`config.mk`:
```
export PLATFORM = sky130hd
export DESIGN_NAME = flash_write_erase_guard
export DESIGN_NICKNAME = d
export VERILOG_FILES = /design/src/hw/flash_op_timer.v /design/src/hw/flash_write_erase_guard.v
export VERILOG_INCLUDE_DIRS = /design/src /design/src/pkg
export SDC_FILE = /design/constraint.sdc
export NUM_CORES = 1
export LEC_CHECK = 0
export BUFFER_PORTS_ARGS = -buffer_cell sky130_fd_sc_hd__buf_2
export CORE_ASPECT_RATIO = 0.7
export CORE_UTILIZATION = 30
export DETAILED_ROUTE_END_ITERATION = 10
export SLEW_MARGIN = 0
export SYNTH_ARGS = -nofsm -noshare
export SYNTH_HDL_FRONTEND = slang
export SYNTH_HIERARCHICAL = 1
export SYNTH_SLANG_ARGS = --single-unit
```
`constraint.sdc`:
```
create_clock -name clock_i -period 3.6 [get_ports clock_i]
set_clock_uncertainty 0.1 [all_clocks]
set_input_delay 0 -clock clock_i [delete_from_list [all_inputs] [get_ports clock_i]]
set_output_delay 0 -clock clock_i [all_outputs]
set_load 0.01 [all_outputs]
```
`src/pkg/flash_guard_map.vh`:
```
// constants for the flash write/erase guard and reset-source logic
// assumes a 10 MHz system clock; included by bare name
`ifndef FLASH_GUARD_MAP_VH
`define FLASH_GUARD_MAP_VH
// register offsets on the special-function register port
`define RST_SRC_OFS 8'hEF
`define PS_CTL_OFS 8'h8F
`define FL_KEY_OFS 8'hB7
`define PFCTL_OFS 8'hAF
// reset-source register bit positions
`define RS_PIN_BIT 0
`define RS_POR_BIT 1
`define RS_MCD_BIT 2
`define RS_WDT_BIT 3
`define RS_SOFT_BIT 4
`define RS_COMP_BIT 5
`define RS_FERR_BIT 6
`define RS_RTC_BIT 7
// program-store control and prefetch control bit positions
`define PS_WE_BIT 0
`define PS_EE_BIT 1
`define PF_BWE_BIT 0
// key codes
`define KEY_FIRST 8'hA5
`define KEY_SECOND 8'hF1
// flash geometry and contents
`define PAGE_MASK 16'hFE00
`define ERASED_BYTE 8'hFF
// reset values
`define PS_CTL_RST 2'h0
`define PFCTL_RST 1'h0
`define VDM_SRC_RST 1'h1
// timing
`define CLK_PERIOD_NS 100
`define PROG_TIME_NS 40000
`define PROG_CYC 18'h0_0190
`define ERASE_TIME_NS 20000000
`define ERASE_CYC 18'h3_0D40
`define RST_HOLD_CYC 3'h4
`endif

```
`src/hw/flash_op_timer.v`:
```
// self-timed duration counter for flash program and erase operations
// assumes start is a one-cycle pulse; count is sampled only in the cycle that start is high
`include "flash_guard_map.vh"
module flash_op_timer (
  input wire clock_i,
  input wire rst_n_i,
  input wire start_i,
  input wire abort_i,
  input wire [17:0] count_i,
  output wire busy_o,
  output reg done_o
);
  reg [17:0] left_ff; // cycles still to run
  reg run_ff; // operation in progress

  assign busy_o = run_ff;

  // count down; done pulses on the last cycle of the operation
  always @(posedge clock_i or negedge rst_n_i) begin
    if (!rst_n_i) begin
      left_ff <= 18'h0_0000;
      run_ff <= 1'b0;
      done_o <= 1'b0;
    end else if (abort_i) begin
      left_ff <= 18'h0_0000; // system reset kills any operation
      run_ff <= 1'b0;
      done_o <= 1'b0;
    end else if (start_i) begin
      left_ff <= count_i;
      run_ff <= 1'b1;
      done_o <= 1'b0;
    end else if (run_ff) begin
      left_ff <= left_ff - 18'h0_0001;
      done_o <= (left_ff == 18'h0_0002);
      if (left_ff == 18'h0_0001) begin
        run_ff <= 1'b0;
      end
    end else begin
      done_o <= 1'b0;
    end
  end
endmodule

```
`src/hw/flash_write_erase_guard.v`:
```
// flash write/erase guard: key lock, write/erase enables, block writes,
// self-timed program/erase with core stall, flash-error detection and
// the reset-source register. assumes the core drives one-cycle strobes
// synchronous to clock_i and that rst_n_i is the power-on reset.
//
// Overview of operation
// enabled write above lock byte: error reset
// code read above lock byte: error reset
// branch above lock byte: error reset
// security-restricted access: error reset
// write/erase without supply monitor: error reset
// flash error flag bit 6, pin untouched
// bit 7 enables rtc reset, flags it
// bit 4 write-one forces soft reset
// two key codes, fixed order
// wrong or misordered code blocks until reset
// operation before key complete blocks until reset
// key re-arms after every operation
// write enable redirects moves; sticks until cleared
// program clears bits only; erase gives ones
// erase plus write enable erases page
// hardware timed, core stalls meanwhile
// single mode programs each byte
// block mode holds even, programs on odd
// block program same duration as single
// software pads unused byte, even first
// software page-erase sequence
// software single-byte sequence
// software block sequence, key per byte
// blocked write discarded, no stall
// power-on flag bit 1; selects monitor
// bit 2 enables clock detector, flags it
// bit 5 enables comparator reset, flags it
// bit 0 flags pin reset
`include "flash_guard_map.vh"
module flash_write_erase_guard #(
  parameter [17:0] ERASE_CYC = `ERASE_CYC // shorten in simulation
) (
  input wire clock_i,
  input wire rst_n_i,
  input wire sfr_wr_i,
  input wire sfr_rd_i,
  input wire [7:0] sfr_addr_i,
  input wire [7:0] sfr_wdata_i,
  output reg [7:0] sfr_rdata_o,
  input wire xmove_wr_i,
  input wire [15:0] xmove_addr_i,
  input wire [7:0] xmove_data_i,
  input wire code_rd_i,
  input wire [15:0] code_addr_i,
  input wire branch_fetch_i,
  input wire [15:0] branch_addr_i,
  input wire [15:0] lock_byte_addr_i,
  input wire access_restricted_i,
  input wire [15:0] flash_rdata_i,
  input wire monitor_on_i,
  input wire supply_low_i,
  input wire pin_reset_i,
  input wire clock_loss_i,
  input wire comparator_low_i,
  input wire watchdog_i,
  input wire rtc_event_i,
  output wire cpu_stall_o,
  output reg flash_wr_o,
  output reg flash_erase_o,
  output reg [15:0] flash_addr_o,
  output reg [15:0] flash_wdata_o,
  output reg [1:0] flash_be_o,
  output reg sys_reset_o,
  output reg rst_pin_drive_o
);
  // key lock states
  localparam [3:0] KEY_IDLE = 4'b0001;
  localparam [3:0] KEY_HALF = 4'b0010;
  localparam [3:0] KEY_OPEN = 4'b0100;
  localparam [3:0] KEY_BLOCKED = 4'b1000;
  // operation sequencer states
  localparam [3:0] SEQ_IDLE = 4'b0001;
  localparam [3:0] SEQ_MERGE = 4'b0010;
  localparam [3:0] SEQ_PROG = 4'b0100;
  localparam [3:0] SEQ_ERASE = 4'b1000;
  localparam [17:0] PROG_CYC = `PROG_CYC;

  reg [3:0] key_ff; // key lock state
  reg [3:0] nxt_key;
  reg [3:0] seq_ff; // sequencer state
  reg [3:0] nxt_seq;
  reg flash_write_enable_ff; // program-store write enable
  reg flash_erase_enable_ff; // program-store erase enable
  reg block_write_select_ff; // two-byte block mode
  reg [7:0] even_hold_ff; // held even byte in block mode
  reg [15:0] new_data_ff; // bytes to merge with old contents
  reg [7:0] flags_ff; // reset cause flags as read back
  reg vdm_src_ff; // supply monitor selected as reset source
  reg mcd_en_ff; // missing-clock detector enable
  reg comp_en_ff; // comparator reset enable
  reg rtc_en_ff; // real-time-clock reset enable
  reg [2:0] hold_ff; // system reset cycles left
  reg [7:0] nxt_flags;
  reg nxt_pin;
  wire timer_busy;
  wire timer_done;
  wire timer_start;

  // register port decodes
  wire wr_rst = sfr_wr_i && (sfr_addr_i == `RST_SRC_OFS);
  wire wr_ps = sfr_wr_i && (sfr_addr_i == `PS_CTL_OFS);
  wire wr_key = sfr_wr_i && (sfr_addr_i == `FL_KEY_OFS);
  wire wr_pf = sfr_wr_i && (sfr_addr_i == `PFCTL_OFS);

  // flash move attempts and their legality
  wire mv_flash = xmove_wr_i && flash_write_enable_ff;
  wire above_lock = xmove_addr_i > lock_byte_addr_i;
  wire no_monitor = !(monitor_on_i && vdm_src_ff);
  wire err_move = mv_flash && (above_lock || access_restricted_i || no_monitor);
  wire err_code = code_rd_i && ((code_addr_i > lock_byte_addr_i) || access_restricted_i);
  wire err_branch = branch_fetch_i
    && ((branch_addr_i > lock_byte_addr_i) || access_restricted_i);
  wire flash_err = err_move || err_code || err_branch;
  wire in_reset = (hold_ff != 3'h0);
  // a legal, keyed move; the sequencer takes it only when idle
  wire mv_ok = mv_flash && !err_move && (key_ff == KEY_OPEN) && (seq_ff == SEQ_IDLE);
  wire is_odd = xmove_addr_i[0];
  wire hold_even = mv_ok && !flash_erase_enable_ff && block_write_select_ff && !is_odd;
  wire start_op = mv_ok && !hold_even;

  // reset causes; the soft reset is a write of one to bit 4
  wire soft_req = wr_rst && sfr_wdata_i[`RS_SOFT_BIT];
  wire vdm_req = supply_low_i && monitor_on_i && vdm_src_ff;
  wire mcd_req = clock_loss_i && mcd_en_ff;
  wire comp_req = comparator_low_i && comp_en_ff;
  wire rtc_req = rtc_event_i && rtc_en_ff;
  wire any_req = vdm_req || pin_reset_i || mcd_req || comp_req || watchdog_i
    || rtc_req || soft_req || flash_err;

  // stall the core for the whole timed operation, not for held bytes
  assign cpu_stall_o = (seq_ff != SEQ_IDLE) || start_op;

  // cause capture: the supply monitor wins, then the pin, then the rest;
  // every other cause clears the power-on flag
  always @* begin
    nxt_flags = 8'h00;
    nxt_pin = 1'b0;
    if (vdm_req) begin
      nxt_flags[`RS_POR_BIT] = 1'b1;
      nxt_pin = 1'b1;
    end else if (pin_reset_i) begin
      nxt_flags[`RS_PIN_BIT] = 1'b1;
    end else if (flash_err) begin
      nxt_flags[`RS_FERR_BIT] = 1'b1;
    end else if (mcd_req) begin
      nxt_flags[`RS_MCD_BIT] = 1'b1;
    end else if (comp_req) begin
      nxt_flags[`RS_COMP_BIT] = 1'b1;
    end else if (watchdog_i) begin
      nxt_flags[`RS_WDT_BIT] = 1'b1;
    end else if (rtc_req) begin
      nxt_flags[`RS_RTC_BIT] = 1'b1;
    end else begin
      nxt_flags[`RS_SOFT_BIT] = 1'b1;
    end
  end

  // reset generator and reset-source register
  always @(posedge clock_i or negedge rst_n_i) begin
    if (!rst_n_i) begin
      hold_ff <= 3'h0;
      sys_reset_o <= 1'b0;
      rst_pin_drive_o <= 1'b0;
      flags_ff <= 8'h02; // power-on flag only
      vdm_src_ff <= `VDM_SRC_RST;
      mcd_en_ff <= 1'b0;
      comp_en_ff <= 1'b0;
      rtc_en_ff <= 1'b0;
    end else if (in_reset) begin
      // causes during the hold are ignored; enables except the monitor clear
      hold_ff <= hold_ff - 3'h1;
      sys_reset_o <= (hold_ff != 3'h1);
      rst_pin_drive_o <= rst_pin_drive_o && (hold_ff != 3'h1);
      mcd_en_ff <= 1'b0;
      comp_en_ff <= 1'b0;
      rtc_en_ff <= 1'b0;
    end else if (any_req) begin
      // only the supply monitor drives the pin; the others leave it alone
      hold_ff <= `RST_HOLD_CYC;
      sys_reset_o <= 1'b1;
      rst_pin_drive_o <= nxt_pin;
      flags_ff <= nxt_flags;
    end else if (wr_rst) begin
      // writes load enables; flags are read-only images of the last cause
      vdm_src_ff <= sfr_wdata_i[`RS_POR_BIT];
      mcd_en_ff <= sfr_wdata_i[`RS_MCD_BIT];
      comp_en_ff <= sfr_wdata_i[`RS_COMP_BIT];
      rtc_en_ff <= sfr_wdata_i[`RS_RTC_BIT];
    end
  end

  // key lock: any surprise locks writes and erases out until reset
  always @* begin
    nxt_key = key_ff;
    case (key_ff)
      KEY_IDLE: begin
        if (wr_key) begin
          nxt_key = (sfr_wdata_i == `KEY_FIRST) ? KEY_HALF : KEY_BLOCKED;
        end else if (mv_flash && !err_move) begin
          nxt_key = KEY_BLOCKED;
        end
      end
      KEY_HALF: begin
        if (wr_key) begin
          nxt_key = (sfr_wdata_i == `KEY_SECOND) ? KEY_OPEN : KEY_BLOCKED;
        end else if (mv_flash && !err_move) begin
          nxt_key = KEY_BLOCKED;
        end
      end
      KEY_OPEN: begin
        if (wr_key) begin
          nxt_key = KEY_BLOCKED;
        end else if (mv_ok) begin
          nxt_key = KEY_IDLE;
        end
      end
      KEY_BLOCKED: begin
        nxt_key = KEY_BLOCKED;
      end
      default: begin
        nxt_key = KEY_BLOCKED;
      end
    endcase
  end

  // sequencer: merge old contents for a program, then run the timed operation
  always @* begin
    nxt_seq = seq_ff;
    case (seq_ff)
      SEQ_IDLE: begin
        if (start_op && flash_erase_enable_ff) begin
          nxt_seq = SEQ_ERASE;
        end else if (start_op) begin
          nxt_seq = SEQ_MERGE;
        end
      end
      SEQ_MERGE: begin
        nxt_seq = SEQ_PROG;
      end
      SEQ_PROG: begin
        if (timer_done) begin
          nxt_seq = SEQ_IDLE;
        end
      end
      SEQ_ERASE: begin
        if (timer_done) begin
          nxt_seq = SEQ_IDLE;
        end
      end
      default: begin
        nxt_seq = SEQ_IDLE;
      end
    endcase
  end

  // timer starts when the merged data is ready or an erase begins
  assign timer_start = (seq_ff == SEQ_MERGE) || (seq_ff == SEQ_IDLE && nxt_seq == SEQ_ERASE);

  // control state, cleared by any system reset as well as power-on
  always @(posedge clock_i or negedge rst_n_i) begin
    if (!rst_n_i) begin
      key_ff <= KEY_IDLE;
      seq_ff <= SEQ_IDLE;
      flash_write_enable_ff <= 1'b0;
      flash_erase_enable_ff <= 1'b0;
      block_write_select_ff <= `PFCTL_RST;
    end else if (in_reset || any_req) begin
      key_ff <= KEY_IDLE;
      seq_ff <= SEQ_IDLE;
      flash_write_enable_ff <= 1'b0;
      flash_erase_enable_ff <= 1'b0;
      block_write_select_ff <= `PFCTL_RST;
    end else begin
      key_ff <= nxt_key;
      seq_ff <= nxt_seq;
      if (wr_ps) begin
        // enables stay as written until software or a system reset changes them
        flash_write_enable_ff <= sfr_wdata_i[`PS_WE_BIT];
        flash_erase_enable_ff <= sfr_wdata_i[`PS_EE_BIT];
      end
      if (wr_pf) begin
        block_write_select_ff <= sfr_wdata_i[`PF_BWE_BIT];
      end
    end
  end

  // flash datapath: address, byte lanes, merged write data
  always @(posedge clock_i or negedge rst_n_i) begin
    if (!rst_n_i) begin
      even_hold_ff <= `ERASED_BYTE;
      new_data_ff <= 16'hFFFF;
      flash_addr_o <= 16'h0000;
      flash_wdata_o <= 16'hFFFF;
      flash_be_o <= 2'b00;
      flash_wr_o <= 1'b0;
      flash_erase_o <= 1'b0;
    end else if (in_reset || any_req) begin
      // an operation cut short by reset leaves flash as it stood
      even_hold_ff <= `ERASED_BYTE;
      flash_wr_o <= 1'b0;
      flash_erase_o <= 1'b0;
      flash_be_o <= 2'b00;
    end else begin
      if (hold_even) begin
        even_hold_ff <= xmove_data_i;
      end
      if (start_op && flash_erase_enable_ff) begin
        flash_addr_o <= xmove_addr_i & `PAGE_MASK;
        flash_wdata_o <= 16'hFFFF;
        flash_erase_o <= 1'b1;
        flash_be_o <= 2'b11;
      end else if (start_op && block_write_select_ff) begin
        // pair program; an unwritten even byte stays at ones
        flash_addr_o <= {xmove_addr_i[15:1], 1'b0};
        new_data_ff <= {xmove_data_i, even_hold_ff};
        flash_be_o <= 2'b11;
        even_hold_ff <= `ERASED_BYTE;
      end else if (start_op) begin
        flash_addr_o <= {xmove_addr_i[15:1], 1'b0};
        new_data_ff <= is_odd ? {xmove_data_i, `ERASED_BYTE}
          : {`ERASED_BYTE, xmove_data_i};
        flash_be_o <= is_odd ? 2'b10 : 2'b01;
      end
      if (seq_ff == SEQ_MERGE) begin
        // and with old contents so programming only clears bits
        flash_wdata_o <= new_data_ff & flash_rdata_i;
        flash_wr_o <= 1'b1;
      end
      if (timer_done) begin
        flash_wr_o <= 1'b0;
        flash_erase_o <= 1'b0;
        flash_be_o <= 2'b00;
      end
    end
  end

  // one duration for single and pair programs; erase has its own
  flash_op_timer u_timer (
    .clock_i(clock_i),
    .rst_n_i(rst_n_i),
    .start_i(timer_start),
    .abort_i(in_reset || any_req),
    .count_i((seq_ff == SEQ_MERGE) ? PROG_CYC : ERASE_CYC),
    .busy_o(timer_busy),
    .done_o(timer_done)
  );

  // register read port; one cycle latency, unmapped reads give zero
  always @(posedge clock_i or negedge rst_n_i) begin
    if (!rst_n_i) begin
      sfr_rdata_o <= 8'h00;
    end else if (sfr_rd_i) begin
      case (sfr_addr_i)
        `RST_SRC_OFS: sfr_rdata_o <= flags_ff;
        `PS_CTL_OFS: sfr_rdata_o <= {6'h00, flash_erase_enable_ff, flash_write_enable_ff};
        `FL_KEY_OFS: sfr_rdata_o <= {5'h00, timer_busy, key_ff == KEY_BLOCKED,
          key_ff == KEY_OPEN};
        `PFCTL_OFS: sfr_rdata_o <= {7'h00, block_write_select_ff};
        default: sfr_rdata_o <= 8'h00;
      endcase
    end
  end
endmodule

```
# After elaboration in Yosys (flattened, before gate mapping)

Cells that the tools add are included.

Flip-flop bits (word level): 116
Bits of input ports: 119
Output and inout port bits: 47
Logic and storage cells: 211

$add $sub $neg: 2
Order comparisons: 3
Eq/ne operators: 21
Mux-type cells: 90
Bitwise gates (word level): 5
Reduce and logical (&&, ||, !) cells: 66

Operator list:

| cell                                                                   | number |
|---|---|
| 16-bit two-way mux                                                     | 8 |
| 18-bit two-way mux                                                     | 4 |
| 4-bit two-way mux                                                      | 13 |
| 8-bit equality test, second input constant                             | 6 |
| 16-bit greater-than comparator                                         | 3 |
| 1-bit two-way mux                                                      | 46 |
| 8-bit two-way mux                                                      | 4 |
| 8-bit case mux with 4 select lines                                     | 1 |
| 1-bit logical AND                                                      | 26 |
| 4-bit case mux with 3 select lines                                     | 2 |
| 18-bit by 1-bit equality test with 1-bit output, second input constant | 1 |
| 18-bit by 2-bit equality test with 1-bit output, second input constant | 1 |
| 18-bit by 1-bit subtractor with 18-bit output, second input constant   | 1 |
| 16-bit bitwise AND                                                     | 1 |
| 1-bit logical OR                                                       | 16 |
| 3-bit nonzero test                                                     | 5 |
| 2-bit two-way mux                                                      | 7 |
| 4-bit equality test, second input constant                             | 3 |
| 6-bit two-way mux                                                      | 2 |
| 2-bit nonzero test                                                     | 6 |
| 3-bit two-way mux                                                      | 3 |
| 4-bit by 1-bit equality test with 1-bit output, second input constant  | 2 |
| 4-bit by 2-bit equality test with 1-bit output, second input constant  | 2 |
| 4-bit by 3-bit equality test with 1-bit output, second input constant  | 2 |
| 11 further kinds                                                       | 22 |

# Logic depth before layout (Yosys ltp)

Word-level depth: 21
Mapped depth: 15
Depth with buffers taken out: 13

# Hierarchy

The synthesis kept the hierarchy.

By module, submodules not included:

| module                  | times used | cells each | area an instance (um^2) | seq. area each (um^2) |
|---|---|---|---|---|
| flash_write_erase_guard | 1          | 588        | 5845.6                  | 2432.3 |
| flash_op_timer          | 1          | 130        | 1229.9                  | 500.5 |

# Least setup slack after synthesis

OpenSTA, ideal clock, no wires.

Path kind: input to register
Start: input port lock_byte_addr_i[15]
End: register u_timer.left_ff[16]
Library setup time: 0.131 ns
Data arrival time: 2.698 ns
Data required time: 3.369 ns
Path slack: 0.672 ns
Cell stages on the path: 13
Buffers on the path: 3
Cells stage by stage: inv_1 -> ha_1 -> nand4_1 -> nor4_1 -> a21boi_2 -> o31ai_1 -> o211ai_4 -> nor2_4 -> inv_2 -> clkbuf_1 -> clkbuf_1 -> clkbuf_1 -> o2bb2ai_1

Cells in the longest elaborated chain, start to end: 21
Elaborated cells between the ends (all ways): 33
Classes of those cells: order compare: 3; eq/ne: 1; mux: 5; reduce/logical: 24

Ends and longest elaborated chain:

| element                                                       | RTL line                                                     | RTL |
|---|---|---|
| start, declared                                               | flash_write_erase_guard.v:53                                 | `input wire [15:0] lock_byte_addr_i,` |
| 16-bit greater-than comparator                                | flash_write_erase_guard.v:113                                | `wire above_lock = xmove_addr_i > lock_byte_addr_i;` |
| 1-bit logical OR (2 in a row)                                 | flash_write_erase_guard.v:115                                | `wire err_move = mv_flash && (above_lock \|\| access_restricted_i \|\| no_monitor);` |
| 1-bit logical AND                                             | flash_write_erase_guard.v:115                                |  |
| 1-bit zero test                                               | flash_write_erase_guard.v:122                                | `wire mv_ok = mv_flash && !err_move && (key_ff == KEY_OPEN) && (seq_ff == SEQ_IDLE);` |
| 1-bit logical AND (3 in a row)                                | flash_write_erase_guard.v:122                                |  |
| 1-bit logical AND (3 in a row)                                | flash_write_erase_guard.v:124                                | `wire hold_even = mv_ok && !flash_erase_enable_ff && block_write_select_ff && !is_odd;` |
| 1-bit zero test                                               | flash_write_erase_guard.v:125                                | `wire start_op = mv_ok && !hold_even;` |
| 1-bit logical AND                                             | flash_write_erase_guard.v:125                                |  |
| 4-bit two-way mux / 1-bit logical AND (equally long branches) | flash_write_erase_guard.v:239, flash_write_erase_guard.v:237 |  |
| 4-bit two-way mux                                             | flash_write_erase_guard.v:237                                | `if (start_op && flash_erase_enable_ff) begin` |
| 4-bit case mux with 3 select lines                            | flash_write_erase_guard.v:235                                | `case (seq_ff)` |
| 4-bit equality test                                           | flash_write_erase_guard.v:263                                | `assign timer_start = (seq_ff == SEQ_MERGE) \|\| (seq_ff == SEQ_IDLE && nxt_seq == SEQ_ERASE);` |
| 1-bit logical AND                                             | flash_write_erase_guard.v:263                                |  |
| 1-bit logical OR                                              | flash_write_erase_guard.v:263                                |  |
| 18-bit two-way mux                                            | flash_op_timer.v:28                                          | `end else if (start_i) begin` |
| 18-bit two-way mux                                            | flash_op_timer.v:24                                          | `end else if (abort_i) begin` |
| end signal, assigned                                          | flash_op_timer.v:29                                          | `left_ff <= count_i;` |
| end signal, assigned                                          | flash_op_timer.v:33                                          | `left_ff <= left_ff - 18'h0_0001;` |
| end, declared                                                 | flash_op_timer.v:13                                          | `reg [17:0] left_ff;` |

Parallel ways exist; a longest one is shown, timed or not.
A chain may end at the register's enable or synchronous reset.

# Worst setup path after layout

Start: input port xmove_addr_i[15]
End: register flags_ff[2]

Cells in the longest elaborated chain, start to end: 9
Elaborated cells between the ends (all ways): 11
Classes of those cells: order compare: 1; mux: 3; reduce/logical: 7

Ends and longest elaborated chain:

| element                          | RTL line                      | RTL |
|---|---|---|
| start, declared                  | flash_write_erase_guard.v:47  | `input wire [15:0] xmove_addr_i,` |
| 16-bit greater-than comparator * | flash_write_erase_guard.v:113 |  |
| 1-bit logical OR * (2 in a row)  | flash_write_erase_guard.v:115 |  |
| 1-bit logical AND *              | flash_write_erase_guard.v:115 |  |
| 1-bit logical OR * (2 in a row)  | flash_write_erase_guard.v:119 | `wire flash_err = err_move \|\| err_code \|\| err_branch;` |
| 4-bit two-way mux                | flash_write_erase_guard.v:149 | `end else if (flash_err) begin` |
| 6-bit two-way mux                | flash_write_erase_guard.v:147 | `end else if (pin_reset_i) begin` |
| 6-bit two-way mux                | flash_write_erase_guard.v:144 | `if (vdm_req) begin` |
| end signal, assigned             | flash_write_erase_guard.v:188 | `flags_ff <= nxt_flags;` |
| end, declared                    | flash_write_erase_guard.v:93  | `reg [7:0] flags_ff;` |

Mark *: on every way between the ends. The rest lies on a longest branch, timed or not.

==> flow_metrics.py <==
metrics = {
    "logic_synthesis": {
        "ys_seq_area_share_pct": 41.5,
        "syn_area_per_cell_um2": 9.85,
        "synth_seq_cells": 115,
        "synth-warning-count": 6,
        "synth_area_um2": 7080,
        "synth_edf_count": 0,
        "synth.distinct_cells": 87,
        "synth_top_flop_cell": "dfrtp_1",
        "syn_inst": 718,
        "ys_async_sr_fraction_pct": 100,
    },
    "drt": {
        "wl_per_cell_um": 16.1,
        "drc_errors": 0,
        "drt_pass1_iterations": 6,
        "wirelength_mm": 20.8,
        "viasPerCell": 4.89,
        "vias": 6321,
        "antenna_left": 0,
        "detail_route.iter0.violations": 418,
    },
    "global_route": {
        "grt_usage_pct": 17.9,
        "first_global_vias": 6249,
        "grt_pass1_wl_mm": 33.2,
        "antenna_found_initial": 2,
        "grt-ovfl-total": 0,
        "grt_start_max_net_pins": 76,
    },
    "final_layout": {
        "area.growth.synth_to_final_pct": 35.3,
        "antennaDiodeCount": 0,
        "nFillCells": 2267,
        "drive_above_1_share_pct": 30.4,
        "layout_commonest_cell": "buf_2",
        "fin_nets": 1139,
        "final_cell_mix": "buf_2, dfrtp_1, dlygate4sd3_1",
        "finalNonFillerCells": 1293,
        "final_core_util_pct": 41.8,
    },
    "power": {
        "irDropWorstVdd_uv": 308,
        "p_leak_nw": 4.66,
        "power_density_nw_per_um2": 374,
    },
    "sta": {
        "worstMarginPinSlew_ns": 1.00,
        "layout_setup_ws_ns": 0.388,
        "slew_violations": 0,
        "slew_headroom_pct": 33.2,
        "grt_setup_unrepaired": "no",
        "fin_hold_ws_ns": 0.0260,
        "setup_viol": 0,
        "fin_crit_ns": 3.21,
        "max_freq_ghz": 0.311,
        "tns_ns": 0,
        "post-route-period-util_pct": 89.2,
        "finalHoldViolations": 0,
    },
    "placed_design": {
        "numPortBuffers": 164,
        "hpwl_mm": 15.4,
        "gp_congestion": 0.843,
        "placedCellCount": 1191,
        "dpl_worst_slack_ns": 0.473,
    },
    "worst_setup_path": {
        "cp_slowest_cell": "dlygate4sd3_1",
        "critPathLaunchType": "input pin",
        "cp_top_family": "buffers and inverters",
        "crit_path_frequent_cell": "dlygate4sd3_1",
        "r2r-start": "key_ff[1]$_DFFE_PN0P_",
        "crit_required_ns": 3.80,
        "end_kind": "flip-flop",
        "crit_start": "xmove_addr_i[15]",
        "slowest_delay_ns": 0.56,
        "crit_fanout": 12,
        "path_cells": "dlygate4sd3_1, buf_2, ha_1, nand4_1, nor4_1, buf_4, a21boi_2, o31ai_1, o211a_4, a21boi_4, o22ai_1, dlygate4sd3_1",
        "worst-setup-path-type": "input pin to flip-flop",
        "cp_num_buf_inv": 4,
        "cp.arrival_ns": 3.41,
    },
    "outcome": {
        "status": "complete, no violations",
    },
    "floorplan": {
        "dieArea_um2": 24200,
        "fp.coreArea_um2": 22900,
        "die_h_um": 130,
        "num_rows": 46,
        "start_util_pct": 30.9,
        "ios": 166,
        "die_w_um": 186,
    },
    "hold_path": {
        "hold_start": "supply_low_i",
        "worstHoldPathType": "input pin to flip-flop",
    },
    "clock_tree": {
        "cts-htree-levels": 4,
        "cts_tree": "built",
        "cts_buffers": 17,
        "clock_latency_ns": 0.42,
        "postCtsSetupBuffers": 0,
        "max-clock-path-buffers": 2,
        "clkTransAtPathRegs_ns": 0.06,
        "cts.sinks": 115,
        "clockRootBuffer": "clkbuf_16",
    },
    "job": {
        "maxCapViolations": 0,
    },
}
[Yosys cell counts, drive strengths merged (10+ instances only)]
master | instances | area share (%)
o21ai | 25 | 1.8
nor3 | 17 | 1.5
buf | 14 | 1.3
nand3 | 24 | 1.9
nor2b | 12 | 1.1
mux2 | 28 | 4.6
dfrtp | 71 | 25
a21oi | 42 | 3.0
mux2i | 23 | 3.3
a211oi | 11 | 1.2
dfstp | 44 | 16
inv | 62 | 3.3
nor2 | 45 | 2.5
nor4 | 10 | 1.2
clkbuf | 15 | 0.80
a2bb2oi | 17 | 2.1
or3 | 15 | 1.4
ha | 52 | 9.2
nand2 | 67 | 3.6
nand4 | 14 | 1.2
[worst paths after layout]
| check | to | slack (ns) | depth (start not counted) |
|---|---|---|---|
| setup / recovery | flags_ff[2]$_DFFE_PN0P_ | 0.39 | 12 |
| hold / removal | rst_pin_drive_o$_DFFE_PN0P_ | 0.03 | 4 |
| setup reg to reg | u_timer/left_ff[14]$_DFFE_PN0P_ | 0.47 | 9 |
| hold reg to reg | new_data_ff[14]$_DFFE_PN1P_ | 0.37 | 2 |
| max in group asynchronous | even_hold_ff[4]$_DFF_PN1_ | 2.23 | 3 |
| min in group asynchronous | sfr_rdata_o[7]$_DFFE_PN0P_ | 0.20 | 2 |
[through the flow]
| stage | cell area (um2) | total power [W] |
|---|---|---|
| CTS | 9570 | 0.00362 |
| global placement | 8300 | 0.00186 |
| floorplan | 7110 | 0.00166 |
| detailed placement | 8300 | 0.00187 |
| finish | 9570 | 0.00358 |
| global route | 9570 | 0.00376 |
[kinds of logic (layout without fill, tap and decap cells)]
family,after synthesis,count (layout),synth area share (%)
and+or+nand+nor,245,245,19.2
AOI/OAI and AO/OA,152,152,15.6
DFF,115,115,41.5
buffers and inverters,92,345,5.48
adders and majority gates,52,52,9.20
muxes,51,51,7.82
xor gates and xnor gates,9,9,1.11
other,2,12,0.106
[metal layers]
| layer | routed length, um | track usage [%] |
|---|---|---|
| met3 | 1500 | 5.46 |
| met4 | 148 | 3.42 |
| met2 | 8970 | 27.3 |
| met5 | 13 | 0 |
| met1 | 10200 | 24.9 |
[report_power, final]
part	switching, W	internal [W]
clock	0.000636	0.00104
sequential	0.0000338	0.00134
combinational	0.000284	0.000246
[cell type report]
type	count	area, um2	share of cell area (%)
repair buffers	250	1640	17.2
clock inverters	12	130	1.36
well taps	312	390	4.08
multi-input cells	521	3790	39.6
inverters	63	236	2.47
clock buffers	20	447	4.67
flip-flops and latches	115	2930	30.6
[repair_timing]
action / in CTS / in global routing
resized for setup: 0 / 0
hold buffers: 70 / 0
hold endpoints to repair: 138 / 0
[state kept, by name, summed over array words and instances (netlist names), 2 cells and up]
signal           count
u_timer/left_ff     18
flash_wdata_o       16
new_data_ff         16
flash_addr_o        15
even_hold_ff         8
flags_ff             8
sfr_rdata_o          8
key_ff               4
seq_ff               4
hold_ff              3
flash_be_o           2
[worst reg2reg max path: stages, from the launching register on]
cell,delay (ns)
dfrtp_1,0.41
nor4b_2,0.45
nand2_1,0.21
a2111o_1,0.42
o31ai_4,0.20
a21oi_1,0.15
inv_1,0.25
clkinv_1,0.26
and4_1,0.23
a2111oi_1,0.31
No activity file was read; power rests on OpenSTA's default activity.
